==> src/hdl/sac_regs.svh <==
// Constants of the converter control block: widths, counts and timing figures.
// Assumes inclusion by bare name from files under hdl/.
`ifndef SAC_REGS_SVH
`define SAC_REGS_SVH

`define SAC_RES_W 12
`define SAC_MSB_IDX 4'hB
`define SAC_LSB_IDX 4'h0
`define SAC_SHORT_STOP_IDX 4'h4
`define SAC_SHORT_FILL 4'h8
`define SAC_ACQ_TICKS 2
`define SAC_CLK_PERIOD_NS 8
`define SAC_OSC_PERIOD_NS 725
`define SAC_OSC_DIV_CYC (`SAC_OSC_PERIOD_NS / `SAC_CLK_PERIOD_NS)
`define SAC_SETUP_NS 50
`define SAC_SETUP_CYC ((`SAC_SETUP_NS + `SAC_CLK_PERIOD_NS - 1) / `SAC_CLK_PERIOD_NS)

`endif

==> src/hdl/sac_pkg.sv <==
// Types shared by the converter control block.
// Assumes sac_regs.svh is on the include path.
`include "sac_regs.svh"

package sac_pkg;

  typedef enum logic [1:0] {
    SAC_IDLE,
    SAC_ACQ,
    SAC_CONV
  } sac_state_e;

  typedef struct packed {
    logic chip_en;
    logic chip_sel_n;
    logic rd_conv;
    logic word_wide;
    logic half_select;
  } sac_ctrl_s;

  typedef struct packed {
    logic [`SAC_RES_W-1:0] data;
    logic [`SAC_RES_W-1:0] oe;
  } sac_bus_s;

endpackage

==> src/hdl/sac_osc.sv <==
// Internal conversion oscillator: a free-running divider giving a one-cycle tick.
// Assumes ref_clk is the only clock and clk_en gates all state.
`timescale 1ns/10ps
`include "sac_regs.svh"

module sac_osc #(
  parameter int DIV = `SAC_OSC_DIV_CYC
) (
  input wire logic ref_clk,
  input wire logic rst_n,
  input wire logic clk_en,
  output logic tick
);

  localparam int CW = $clog2(DIV);

  generate
    if (DIV < 2) begin : g_bad_div
      $error("sac_osc: DIV must be at least 2");
    end
  endgenerate

  logic [CW-1:0] cnt_q;
  logic [CW-1:0] cnt_d;
  logic tick_q;
  logic tick_d;

  always_comb begin
    cnt_d = cnt_q;
    tick_d = 1'b0;
    if (cnt_q == CW'(DIV - 1)) begin
      cnt_d = '0;
      tick_d = 1'b1;
    end else begin
      cnt_d = cnt_q + CW'(1);
    end
  end

  always_ff @(posedge ref_clk) begin
    if (!rst_n) begin
      cnt_q <= '0;
      tick_q <= 1'b0;
    end else if (clk_en) begin
      cnt_q <= cnt_d;
      tick_q <= tick_d;
    end
  end

  assign tick = tick_q;

endmodule

==> src/hdl/sac_outdrv.sv <==
// Result line drivers: decodes the live read controls into data and enables.
// Assumes busy and result are the next-cycle values of the sequencer flops.
`timescale 1ns/10ps
`include "sac_regs.svh"

module sac_outdrv (
  input wire logic ref_clk,
  input wire logic rst_n,
  input wire logic clk_en,
  input sac_pkg::sac_ctrl_s ctrl,
  input wire logic busy,
  input wire logic [`SAC_RES_W-1:0] result,
  output sac_pkg::sac_bus_s bus
);

  sac_pkg::sac_bus_s bus_q;
  sac_pkg::sac_bus_s bus_d;
  sac_pkg::sac_bus_s want;
  logic read_en;

  // Only the live levels are used here; nothing is latched.
  assign read_en = ctrl.rd_conv && !busy && ctrl.chip_en && !ctrl.chip_sel_n;

  always_comb begin
    want.data = '0;
    want.oe = '0;
    if (read_en) begin
      if (ctrl.word_wide) begin
        want.data = result;
        want.oe = '1;
      end else if (!ctrl.half_select) begin
        want.data[11:4] = result[11:4];
        want.oe[11:4] = 8'hFF;
      end else begin
        want.data[3:0] = result[3:0];
        want.data[7:4] = 4'h0;
        want.oe[7:0] = 8'hFF;
      end
    end
  end

  // A change from one enabled set to another passes through one cycle with all
  // drivers off, so strapped byte lanes never fight.
  always_comb begin
    bus_d = want;
    if ((bus_q.oe != '0) && (want.oe != '0) && (want.oe != bus_q.oe)) begin
      bus_d.oe = '0;
      bus_d.data = '0;
    end
  end

  always_ff @(posedge ref_clk) begin
    if (!rst_n) begin
      bus_q <= '0;
    end else if (clk_en) begin
      bus_q <= bus_d;
    end
  end

  assign bus = bus_q;

endmodule

==> src/hdl/sac_top.sv <==
// Control logic of a 12-bit successive-approximation converter: start decode,
// conversion sequencer, status and result line drivers.
// Assumes all inputs are synchronous to ref_clk and an external comparator
// answers the trial code on dac_code within one oscillator period.
`timescale 1ns/10ps
`include "sac_regs.svh"

module sac_top #(
  parameter int OSC_DIV = `SAC_OSC_DIV_CYC
) (
  input wire logic ref_clk,
  input wire logic rst_n,
  input wire logic clk_en,
  input sac_pkg::sac_ctrl_s ctrl,
  input wire logic comp_above,
  output logic [`SAC_RES_W-1:0] dac_code,
  output logic hold_sample,
  output logic conv_in_progress,
  output sac_pkg::sac_bus_s result_lines
);

  localparam logic [1:0] ACQ_LAST = 2'(`SAC_ACQ_TICKS - 1);

  generate
    if (`SAC_ACQ_TICKS < 1 || `SAC_ACQ_TICKS > 4) begin : g_bad_acq
      $error("sac_top: acquisition count out of range");
    end
  endgenerate

  logic osc_tick;
  logic start_cond;
  logic start_evt;
  logic start_prev_q;
  logic start_prev_d;

  sac_pkg::sac_state_e state_q;
  sac_pkg::sac_state_e state_d;
  logic [1:0] acq_cnt_q;
  logic [1:0] acq_cnt_d;
  logic [3:0] bit_idx_q;
  logic [3:0] bit_idx_d;
  logic [`SAC_RES_W-1:0] trial_q;
  logic [`SAC_RES_W-1:0] trial_d;
  logic [`SAC_RES_W-1:0] result_q;
  logic [`SAC_RES_W-1:0] result_d;
  logic short_q;
  logic short_d;
  logic busy_q;
  logic busy_d;
  logic hold_q;
  logic hold_d;
  logic [3:0] stop_idx;

  sac_osc #(
    .DIV(OSC_DIV)
  ) u_osc (
    .ref_clk(ref_clk),
    .rst_n(rst_n),
    .clk_en(clk_en),
    .tick(osc_tick)
  );

  // The three start inputs meet in one AND term, so whichever arrives last
  // completes it and every path sees the same one-edge detection delay.
  assign start_cond = ctrl.chip_en && !ctrl.chip_sel_n && !ctrl.rd_conv;
  assign start_evt = start_cond && !start_prev_q;

  always_comb begin
    start_prev_d = start_cond;
  end

  always_ff @(posedge ref_clk) begin
    if (!rst_n) begin
      start_prev_q <= 1'b0;
    end else if (clk_en) begin
      start_prev_q <= start_prev_d;
    end
  end

  // A short conversion stops after the fifth-lowest bit.
  assign stop_idx = short_q ? `SAC_SHORT_STOP_IDX : `SAC_LSB_IDX;

  always_comb begin
    state_d = state_q;
    acq_cnt_d = acq_cnt_q;
    bit_idx_d = bit_idx_q;
    trial_d = trial_q;
    result_d = result_q;
    short_d = short_q;
    busy_d = busy_q;
    hold_d = hold_q;
    unique case (state_q)
      sac_pkg::SAC_IDLE: begin
        if (start_evt) begin
          state_d = sac_pkg::SAC_ACQ;
          short_d = ctrl.half_select;
          busy_d = 1'b1;
          hold_d = 1'b0;
          acq_cnt_d = 2'h0;
          trial_d = '0;
        end
      end
      sac_pkg::SAC_ACQ: begin
        // A repeated start only refreshes the length select.
        if (start_evt) begin
          short_d = ctrl.half_select;
        end
        if (osc_tick) begin
          if (acq_cnt_q == ACQ_LAST) begin
            state_d = sac_pkg::SAC_CONV;
            hold_d = 1'b1;
            bit_idx_d = `SAC_MSB_IDX;
            trial_d = '0;
            trial_d[`SAC_MSB_IDX] = 1'b1;
          end else begin
            acq_cnt_d = acq_cnt_q + 2'h1;
          end
        end
      end
      sac_pkg::SAC_CONV: begin
        if (start_evt) begin
          short_d = ctrl.half_select;
        end
        if (osc_tick) begin
          trial_d[bit_idx_q] = comp_above;
          if (bit_idx_q <= stop_idx) begin
            state_d = sac_pkg::SAC_IDLE;
            busy_d = 1'b0;
            hold_d = 1'b0;
            result_d = trial_d;
            if (short_q) begin
              result_d[3:0] = `SAC_SHORT_FILL;
            end
          end else begin
            bit_idx_d = bit_idx_q - 4'h1;
            trial_d[bit_idx_q - 4'h1] = 1'b1;
          end
        end
      end
    endcase
    // The length select cannot change to short once the conversion has passed its short stop bit.
    if (state_q == sac_pkg::SAC_CONV && start_evt && ctrl.half_select &&
        bit_idx_q < `SAC_SHORT_STOP_IDX) begin
      short_d = short_q;
    end
  end

  always_ff @(posedge ref_clk) begin
    if (!rst_n) begin
      state_q <= sac_pkg::SAC_IDLE;
      acq_cnt_q <= 2'h0;
      bit_idx_q <= 4'h0;
      trial_q <= '0;
      result_q <= '0;
      short_q <= 1'b0;
      busy_q <= 1'b0;
      hold_q <= 1'b0;
    end else if (clk_en) begin
      state_q <= state_d;
      acq_cnt_q <= acq_cnt_d;
      bit_idx_q <= bit_idx_d;
      trial_q <= trial_d;
      result_q <= result_d;
      short_q <= short_d;
      busy_q <= busy_d;
      hold_q <= hold_d;
    end
  end

  // The driver stage sees the next status and result, so its enables drop in
  // the very edge on which status rises.
  sac_outdrv u_outdrv (
    .ref_clk(ref_clk),
    .rst_n(rst_n),
    .clk_en(clk_en),
    .ctrl(ctrl),
    .busy(busy_d),
    .result(result_d),
    .bus(result_lines)
  );

  assign dac_code = trial_q;
  assign hold_sample = hold_q;
  assign conv_in_progress = busy_q;

endmodule

==> config.mk <==
export PLATFORM = sky130hd
export DESIGN_NAME = sac_top
export DESIGN_NICKNAME = d
export VERILOG_FILES = /design/src/hdl/sac_pkg.sv /design/src/hdl/sac_osc.sv /design/src/hdl/sac_outdrv.sv /design/src/hdl/sac_top.sv
export VERILOG_INCLUDE_DIRS = /design/src /design/src/hdl
export SDC_FILE = /design/constraint.sdc
export NUM_CORES = 1
export LEC_CHECK = 0
export BUFFER_PORTS_ARGS = -buffer_cell sky130_fd_sc_hd__clkbuf_2
export CAP_MARGIN = 10
export CORE_MARGIN = 2
export CORE_UTILIZATION = 40
export CTS_CLUSTER_DIAMETER = 100
export CTS_CLUSTER_SIZE = 10
export DETAILED_ROUTE_END_ITERATION = 6
export MAX_ROUTING_LAYER = met4
export PLACE_DENSITY = 0.6
export SLEW_MARGIN = 20
export SYNTH_ARGS = -nofsm -noshare
export SYNTH_HDL_FRONTEND = slang
export SYNTH_HIERARCHICAL = 1
export SYNTH_SLANG_ARGS = --single-unit
export TNS_END_PERCENT = 1
==> constraint.sdc <==
create_clock -name ref_clk -period 3.9 [get_ports ref_clk]
set_input_delay 0 -clock ref_clk [delete_from_list [all_inputs] [get_ports ref_clk]]
set_output_delay 0 -clock ref_clk [all_outputs]
set_load 0.05 [all_outputs]
Yosys cells after proc, flatten, opt, wreduce, memory -nomap -nowiden

Index checks and enable logic that the tools add are counted.

Output and inout bits: 38
Flip-flop bits (word level): 68
Input bits: 9

Magnitude comparators: 6
Bitwise gates (word level): 2
Add/sub/neg operators: 3
Equal/unequal tests: 13
Reductions and logical operators: 28
Mux-type cells: 53

Operators with widths:

| cell                                                                                 | number |
|---|---|
| 12-bit 2-to-1 mux                                                                    | 8 |
| 24-bit 2-to-1 mux                                                                    | 3 |
| 4-bit 2-to-1 mux                                                                     | 10 |
| 12-bit case mux with 3 select lines                                                  | 1 |
| 12-bit nonzero test                                                                  | 2 |
| 2-bit 2-to-1 mux                                                                     | 8 |
| 1-bit logical AND                                                                    | 13 |
| 1-bit 2-to-1 mux                                                                     | 13 |
| 12-bit bitwise mux                                                                   | 1 |
| 12-bit inequality test                                                               | 1 |
| 12-bit OR                                                                            | 1 |
| 6-bit AND reduction                                                                  | 2 |
| 4-bit by 5-bit < comparator with 1-bit output (second input constant)                | 2 |
| 2-bit inequality test (second input constant)                                        | 5 |
| 5-bit AND reduction                                                                  | 2 |
| 1-bit demux with 4-bit select                                                        | 2 |
| 4-bit by 1-bit greater-or-equal comparator with 1-bit output (second input constant) | 2 |
| 4-bit case mux with 2 select lines                                                   | 1 |
| 7-bit by 1-bit adder with 7-bit output (second input constant)                       | 1 |
| 7-bit == test (second input constant)                                                | 1 |
| 7-bit 2-to-1 mux                                                                     | 1 |
| 2-bit by 1-bit inequality test with 1-bit output (second input constant)             | 3 |
| 2-bit case mux with 3 select lines                                                   | 1 |
| 2-bit by 1-bit == test with 1-bit output (second input constant)                     | 2 |
| 15 further kinds                                                                     | 19 |

Logic depth before layout (Yosys ltp)

Gate-level depths: netlist (run 1).

Word-level depth: 16
Mapped depth: 12
Gate-level depth less buffers: 10

Modules after synthesis

The synthesis (run 1) kept the hierarchy.

By module, submodules not included:

| module     | area each (um2) | cells each | instances |
|---|---|---|---|
| sac_top    | 2,299.7         | 274        | 1 |
| sac_outdrv | 640.6           | 60         | 1 |
| sac_osc    | 419.2           | 45         | 1 |

Worst setup path before layout (run 1)

OpenSTA, ideal clock, no wires.

Kind: register -> register
From: register bit_idx_q[2]
To: register u_outdrv.bus_q (netlist bit u_outdrv/bus[12])
Library setup time: 60 ps
Stages on the path, launching flop included: 13
Data required time: 3,840 ps
Buffers on the path: 2
Arrival time: 2,820 ps
Setup slack: 1,020 ps
Path through: dfxtp_1 > clkbuf_1 > inv_1 > ha_1 > a21oi_1 > or2_2 > clkbuf_1 > o31ai_1 > nand2_1 > nor4bb_1 > nand3_1 > a211oi_2 > a22o_1

Cells in the longest elaborated chain, start to end: 13
Elaborated cells between the ends (all ways): 26

RTL lines:

| what                                                          | line             | source |
|---|---|---|
| start: declaration                                            | sac_top.sv:40    | `logic [3:0] bit_idx_q;` |
| start signal: assignment                                      | sac_top.sv:161   | `bit_idx_q <= bit_idx_d;` |
| 4-bit by 3-bit less-or-equal comparator with 1-bit output (*) | sac_top.sv:126   | `if (bit_idx_q <= stop_idx) begin` |
| 1-bit 2-to-1 mux (*)                                          | sac_top.sv:126   |  |
| 1-bit 2-to-1 mux (*)                                          | sac_top.sv:124   | `if (osc_tick) begin` |
| 1-bit case mux with 2 select lines (*)                        | sac_top.sv:92    | `unique case (state_q)` |
| named net busy_d                                              | sac_top.sv:49    | `logic busy_d;` |
| 1-bit zero test (*)                                           | sac_outdrv.sv:22 | `assign read_en = ctrl.rd_conv && !busy && ctrl.chip_en && !ctrl.chip_sel_n;` |
| 1-bit logical AND (*) (3 in a row)                            | sac_outdrv.sv:22 |  |
| 24-bit 2-to-1 mux (*)                                         | sac_outdrv.sv:27 | `if (read_en) begin` |
| 12-bit nonzero test                                           | sac_outdrv.sv:46 | `if ((bus_q.oe != '0) && (want.oe != '0) && (want.oe != bus_q.oe)) begin` |
| 1-bit logical AND (2 in a row)                                | sac_outdrv.sv:46 |  |
| 24-bit 2-to-1 mux (*)                                         | sac_outdrv.sv:46 |  |
| end signal: assignment                                        | sac_outdrv.sv:56 | `bus_q <= bus_d;` |
| end: declaration                                              | sac_outdrv.sv:16 | `sac_pkg::sac_bus_s bus_q;` |

The timed path passes the listed nets; every way through them passes the cells marked *.
A chain may end at the register's enable or synchronous reset.

Worst setup path after layout (run 1)

From: register bit_idx_q[0]
To: register u_outdrv.bus_q (netlist bit u_outdrv/bus[12])

The elaborated chain is that of the path after synthesis.

==> results of run 1 <==
-- cells in the final DEF, fill, tap and decap left out, types with 2 or more instances in the layout --
master	n
dfxtp_1	58
clkbuf_2	46
nor2_1	34
o21ai_0	21
a22o_1	20
nand2_1	17
a21oi_1	17
ha_1	14
inv_1	13
mux2i_1	12
nand3_1	10
clkbuf_8	10
nand3b_1	9
nor2b_1	8
a211oi_1	8
and2_1	6
o31ai_1	6
nor3b_1	5
nand2b_1	5
a31oi_1	5
nor3_1	5
mux2_2	4
or3_1	4
o21a_1	4
a21boi_0	3
nor4b_1	3
o2111a_1	3
nand4_1	3
o2111ai_1	3
clkinvlp_4	3
a311oi_1	2
a211o_1	2
o22ai_1	2
a41oi_1	2
and3_1	2
a211o_2	2
clkinv_2	2
buf_4	2
o211ai_1	2
a21o_2	2
-- state kept, by name (all words and copies together), names as in the netlist --
name and flops:
bit_idx_q 4, start_prev_q 1, state_q 2, result_q 12, short_q 1, u_osc/tick 1, u_outdrv/bus 15, dac_code 12
u_osc/cnt_q 7, conv_in_progress 1, acq_cnt_q 2
-- critical path: stages (launching register included) --
cell	delay, ns
dfxtp_1	0.39
inv_1	0.16
ha_1	0.44
a21oi_1	0.33
or2_2	0.44
o31ai_1	0.29
nand2_1	0.10
nor4bb_1	0.30
nand3_1	0.26
a211oi_2	0.38
a22o_1	0.18
-- worst max-delay path by stage --
stage	cells after the start	end	from
2_1_floorplan	12	u_outdrv/bus[12]$_SDFFE_PN0P_	bit_idx_q[2]$_SDFFE_PN0P_
3_5_place_dp	10	u_outdrv/bus[13]$_SDFFE_PN0P_	bit_idx_q[0]$_SDFFE_PN0P_
4_1_cts	10	u_outdrv/bus[12]$_SDFFE_PN0P_	bit_idx_q[0]$_SDFFE_PN0P_
5_1_grt	10	u_outdrv/bus[14]$_SDFFE_PN0P_	bit_idx_q[0]$_SDFFE_PN0P_
6_report	10	u_outdrv/bus[12]$_SDFFE_PN0P_	bit_idx_q[0]$_SDFFE_PN0P_
3_3_place_gp	10	u_outdrv/bus[14]$_SDFFE_PN0P_	bit_idx_q[0]$_SDFFE_PN0P_
-- logic make-up after synthesis --
kind of cell               after synthesis  share of synthesized area [%]
and+or+nand+nor                        124                           20.9
AOI/OAI and AO/OA                      121                           27.3
DFF                                     58                           34.6
buffers and inverters                   44                           6.55
muxes                                   16                           4.92
adders and majority gates               14                           5.21
xor gates and xnor gates                 2                          0.522
-- power breakdown --
part | leakage (nW) | switching, W | internal, W
logic | 0.938 | 0.0000714 | 0.0000325
registers | 0.468 | 0.0000114 | 0.000600
clock network | 0.0847 | 0.000260 | 0.000247
total | 1.49 | 0.000343 | 0.000880
-- synth_stat cells, drive strengths merged, types with 3 or more instances --
library cell / instances / area (µm²)
a211o: 4 / 37.5
a211oi: 9 / 72.6
a21boi: 3 / 22.5
a21o: 3 / 25.0
a21oi: 19 / 110
a22o: 20 / 175
a31oi: 5 / 31.3
and2: 7 / 45.1
buf: 17 / 119
clkbuf: 13 / 48.8
dfxtp: 58 / 1160
ha: 14 / 175
inv: 13 / 48.8
mux2: 4 / 45.0
mux2i: 12 / 120
nand2: 17 / 63.8
nand2b: 5 / 31.3
nand3: 11 / 60.1
nand3b: 9 / 67.6
nand4: 3 / 18.8
nor2: 35 / 134
nor2b: 8 / 50.1
nor3: 6 / 30.0
nor3b: 5 / 37.5
nor4b: 3 / 26.3
o2111a: 3 / 33.8
o2111ai: 3 / 26.3
o21a: 4 / 30.0
o21ai: 22 / 114
o31ai: 6 / 45.0
or3: 4 / 25.0
-- per-stage QoR --
step | hold WS, ns | util (%) | instance area, µm² | worst slack [ns]
2_1_floorplan | 0.138 | - | 3360 | 1.02
3_3_place_gp | 0.368 | 43.7 | 3570 | 0.865
3_5_place_dp | 0.373 | 43.7 | 3570 | 0.672
4_1_cts | 0.00853 | 45.9 | 3750 | 0.672
5_1_grt | 0.0162 | 46.0 | 3760 | 0.343
6_report | 0.0192 | 46.0 | 3760 | 0.585
-- layer usage --
| layer | GRT usage, % | up-vias | share of wire (%) |
|---|---|---|---|
| li1 | - | 1463 | - |
| met1 | 25.0 | 1371 | 48 |
| met2 | 29.0 | 66 | 46 |
| met3 | 5.30 | 10 | 4.7 |
| met4 | 4.88 | 0 | 1.4 |
| met5 | - | - | 0 |
-- layout make-up --
class / count / area, µm² / share of cell area (%)
Sequential cell: 58 / 1160 / 30.9
Multi-Input combinational cell: 277 / 1990 / 52.9
Inverter: 14 / 52.6 / 1.40
Tap cell: 105 / 131 / 3.50
Timing Repair Buffer: 48 / 245 / 6.52
Clock buffer: 10 / 138 / 3.66
Clock inverter: 6 / 41.3 / 1.10
==> impl_results.md, run 1 <==
* Initial Util at 41.1%
* HPWL after DPL at 5800 µm
* Post-DRT Antenna Nets at 0
* Seq/Total Area, Yosys at 34.6%
* Fin crit share at 85.0%
* Reg2reg start: bit_idx_q[0]$_SDFFE_PN0P_
* Fillers at 824
* Fin crit period at 3.32 ns
* Clock skew at 0.0108 ns
* Fmax achieved at 0.302 GHz
* Routability-driven placement congestion ratio at 0.906
* Layout overhead on the synthesized area at 11.9%
* Finish-stage setup viols at 0
* Diode count at 0
* Total grt overflow at 0
* Ys async rst share at 0%
* Flops & latches, synth at 58
* Pwr Density at 325 mW/mm²
* Later-pin clock latency in the skew report at 0.34 ns
* Reg2Reg Setup Slack at 0.58 ns
* Count of hold-fix buffers inserted at cts at 0
* CTS tree: built
* Syn_area_per_cell at 8.86 µm²
* DRC viols at 0
* Synth Net Count at 402
* Initial antenna violation count at 0
* EDFF count, synth at 0
* Routed wire length at 8050 µm
* Final #Nets at 431
* Critical Path Fanout Max at 14
* TritonCTS Buffers at 9
* Cells after DPL at 502
* Port Buffers at 46
* Die height at 95.6 µm
* Wire length per cell at 15.5 µm
* Hold Path Cell Cnt at 2
* DIE WIDTH at 95.6 µm
* Gr usage total at 19.1%
* Top FF cell, synth: dfxtp_1
* DR pass1 iterations at 4
* P_leak at 1.49 nW
* Vias in the first global route at 2627
* Hold Fails Final Rpt at 0
* Critical path type: reg2reg
* Die area at 0.00915 mm²
* Syn. warnings at 6
* Largest net degree at the start of global routing at 33
* Vias at 2910
* Clock sinks at 58
* Unrepaired setup endpoints after global routing: no
* # IOs at 47
* Hold path endpoint: short_q$_SDFFE_PN0P_
* Clock buffer depth at 2
* Worst hold start: ctrl[0]
* CP Capture Type: register
* Worst vdd ir at 201 µV
* Final Max Tran Viols at 0
* Reg2reg path depth at 10
* Slew Limit Headroom at 32.6%
* Startpoint type of the worst setup path: register
* Max-Cap Viols at 0
* Rows at 33
* WP data arrival at 3.60 ns
* First-pass GRT wire length at 13000 µm
* Fin cells at 518
* Final setup TNS at 0 ns
* Post_cts resized at 0
* Synthesized area at 0.00336 mm²
* Routed vias/inst at 5.62
* R2r endpoint: u_outdrv/bus[12]$_SDFFE_PN0P_
* Detailed Route Iter0 Violations at 224
* Fraction of layout cells with a size suffix above 1 at 21.1%
* Critical Path RT at 4.18 ns
* Post-Syn Instances at 379
* HP Class: in2reg
* Final Power at 0.00122 W
* # H-tree levels at 3
* # Post-CTS Setup Buffers at 0
* Core footprint at 0.00818 mm²
* Outcome: completed
* Root Buffer: clkbuf_8
* Synth unique cells at 72
* Clock Pin Slew Worst Setup and Hold Paths at 0.07 ns
* Least-Margin Pin Slew at 1.01 ns
(Power assumes the default switching activity.)
==> run 2, diff against run 1 <==
--- a/config.mk
+++ b/config.mk
@@ -10,6 +10,7 @@
 export CAP_MARGIN = 10
 export CORE_MARGIN = 2
 export CORE_UTILIZATION = 40
+export CTS_BUF_LIST = sky130_fd_sc_hd__clkbuf_4
 export CTS_CLUSTER_DIAMETER = 100
 export CTS_CLUSTER_SIZE = 10
 export DETAILED_ROUTE_END_ITERATION = 6
==> run 2 against run 1 <==
Core utilization is 0.44 points lower. Maximum frequency grew 0.52%. Largest cell class unchanged. Worst hold slack gained 0.041 ns. Cell count increased by 0.58%. Die area did not move. Critical path type unchanged. Largest power group unchanged.
==> impl_results.md, run 2 (same netlist as run 1, synthesis figures left out) <==
* First-pass GRT wire length at 13100 µm (+0.21%)
* Reg2reg start: bit_idx_q[0]$_SDFFE_PN0P_
* # H-tree levels at 3 (unchanged)
* Finish-stage setup viols at 0 (unchanged)
* Unrepaired setup endpoints after global routing: no
* TritonCTS Buffers at 9 (unchanged)
* Diode count at 0 (unchanged)
* Final Max Tran Viols at 0 (unchanged)
* Clock buffer depth at 2 (unchanged)
* Most frequent cells in the layout: 58 x dfxtp_1, 46 x clkbuf_2, 34 x nor2_1
* Vias in the first global route at 2642 (+0.57%)
* CTS tree: built
* # IOs at 47 (unchanged)
* Routed wire length at 8070 µm (+0.22%)
* Outcome: completed
* Startpoint type of the worst setup path: register
* Leading cell type in the layout, fill and taps excluded: dfxtp_1
* Critical path's slowest cell: ha_1
* Worst path buffer plus inverter count at 1 (unchanged)
* Fmax achieved at 0.303 GHz (+0.52%)
* GR Util met2 at 28.7% (-0.29 points)
* Layout overhead on the synthesized area at 10.8%
* Setup crit start: bit_idx_q[0]$_SDFFE_PN0P_
* Met1 usage in global routing at 24.9% (-0.097 points)
* M3 GR Usage at 5.77% (+0.47 points)
* Die height at 95.6 µm (unchanged)
* Clock skew at 0.0158 ns (+0.00501 ns)
* Clock Pin Slew Worst Setup and Hold Paths at 0.10 ns (+0.03 ns)
* Slew Limit Headroom at 32.7% (+0.12 points)
* Fin crit period at 3.30 ns (-0.0171 ns)
* Worst vdd ir at 196 µV (-2.2%)
* Cells after DPL at 502 (unchanged)
* WP data arrival at 3.65 ns (+0.05 ns)
* DRC viols at 0 (unchanged)
* Clock sinks at 58 (unchanged)
* Max-Cap Viols at 0 (unchanged)
* Later-pin clock latency in the skew report at 0.41 ns (+0.07 ns)
* Final #Nets at 434 (+0.70%)
* Wire length per cell at 15.5 µm (-0.35%)
* Hold Fails Final Rpt at 0 (unchanged)
* Post-DRT Antenna Nets at 0 (unchanged)
* DR pass1 iterations at 5 (+1)
* Final Power at 0.00109 W (-11%)
* Pwr Density at 293 mW/mm² (-9.8%)
* Critical path type: reg2reg
* Final setup TNS at 0 ns (unchanged)
* Critical Path Fanout Max at 14 (unchanged)
* HP Class: in2reg
* Reg2Reg Setup Slack at 0.60 ns (+0.02 ns)
* Vias at 2944 (+1.2%)
* Root Buffer: clkbuf_4
* # Post-CTS Setup Buffers at 0 (unchanged)
* Port Buffers at 46 (unchanged)
* Fraction of layout cells with a size suffix above 1 at 20.7% (-0.39 points)
* CP peak stage delay at 0.44 ns (about the same)
* Rows at 33 (unchanged)
* Most Used Layer, Global Route: met2
* Total grt overflow at 0 (unchanged)
* DIE WIDTH at 95.6 µm (unchanged)
* Die area at 0.00915 mm² (unchanged)
* Worst path top cell family by delay: compound AO/OA/AOI/OAI gates
* Worst hold start: ctrl[2]
* Fin cells at 521 (+0.58%)
* Routability-driven placement congestion ratio at 0.906 (unchanged)
* CP Capture Type: register
* Initial Util at 41.1% (unchanged)
* Gr usage total at 19.1% (+0.051 points)
* Core footprint at 0.00818 mm² (unchanged)
* Initial antenna violation count at 0 (unchanged)
* P_leak at 1.48 nW (-0.94%)
* Routed vias/inst at 5.65 (+0.59%)
* Worst-path cell chain: inv_1 -> ha_1 -> a21oi_1 -> or2_2 -> o31ai_1 -> nand2_1 -> nor4bb_1 -> nand3_1 -> a211oi_2 -> a22o_1
* Max FFs per register at 15 (unchanged)
* Fin crit share at 84.6% (-0.44 points)
* Fillers at 835 (+1.3%)
* Critical Path RT at 4.25 ns (+0.07 ns)
* Least-Margin Pin Slew at 1.01 ns (-0.00179 ns)
* HPWL after DPL at 5800 µm (unchanged)
* Detailed Route Iter0 Violations at 231 (+3.1%)
* Largest net degree at the start of global routing at 33 (unchanged)
==> run 2: per-stage QoR <==
| step | setup WS [ns] | utilization, % | area, µm² | hold slack, ns |
|---|---|---|---|---|
| after CTS | 0.667 | 45.5 | 3720 | 0.0169 |
| after floorplan | 1.02 | - | 3360 | 0.138 |
| after detailed placement | 0.672 | 43.7 | 3570 | 0.373 |
| final | 0.602 | 45.5 | 3720 | 0.0599 |
| after global placement | 0.865 | 43.7 | 3570 | 0.368 |
| after global routing | 0.338 | 45.5 | 3720 | 0.0526 |
==> run 2: area by class of cell <==
| class | instances | area, µm² | share of cell area (%) |
|---|---|---|---|
| flip-flops and latches | 58 | 1160 | 31.2 |
| multi-input cells | 277 | 1990 | 53.4 |
| clock buffers | 9 | 67.6 | 1.82 |
| clock inverters | 7 | 45.0 | 1.21 |
| repair buffers | 51 | 275 | 7.39 |
| well taps | 105 | 131 | 3.53 |
| inverters | 14 | 52.6 | 1.41 |
==> run 2: worst register-to-register path: stages, from the launching register on <==
cell and delay, ns:
dfxtp_1 0.40, inv_1 0.16, ha_1 0.44, a21oi_1 0.32, or2_2 0.44, o31ai_1 0.29
nand2_1 0.10, nor4bb_1 0.29, nand3_1 0.25, a211oi_2 0.38, a22o_1 0.18
==> run 2: path summary, 6_finish.rpt <==
check	endpoint	cells past startpoint
worst max-delay path	u_outdrv/bus[12]$_SDFFE_PN0P_	10
worst min register to register	acq_cnt_q[1]$_SDFFE_PN0P_	2
worst max register to register	u_outdrv/bus[12]$_SDFFE_PN0P_	10
worst min-delay path	conv_in_progress$_SDFFE_PN0P_	4
==> run 2: report_power, final <==
part           internal [W]  switching, W
sequential         0.000600     0.0000115
clock              0.000128      0.000246
combinational     0.0000341     0.0000715
==> run 2: timing repair <==
action / CTS / global route
gates resized for setup: 0 / 0
hold buffers: 3 / 0
endpoints found under the hold margin: 2 / 0
endpoints found under the setup margin: 0 / 0
==> run 2: metal layers <==
metal	share of wire, %	vias up
met5	0	-
met4	2.1	0
met3	4.5	17
met2	46	66
met1	47	1392
li1	-	1469
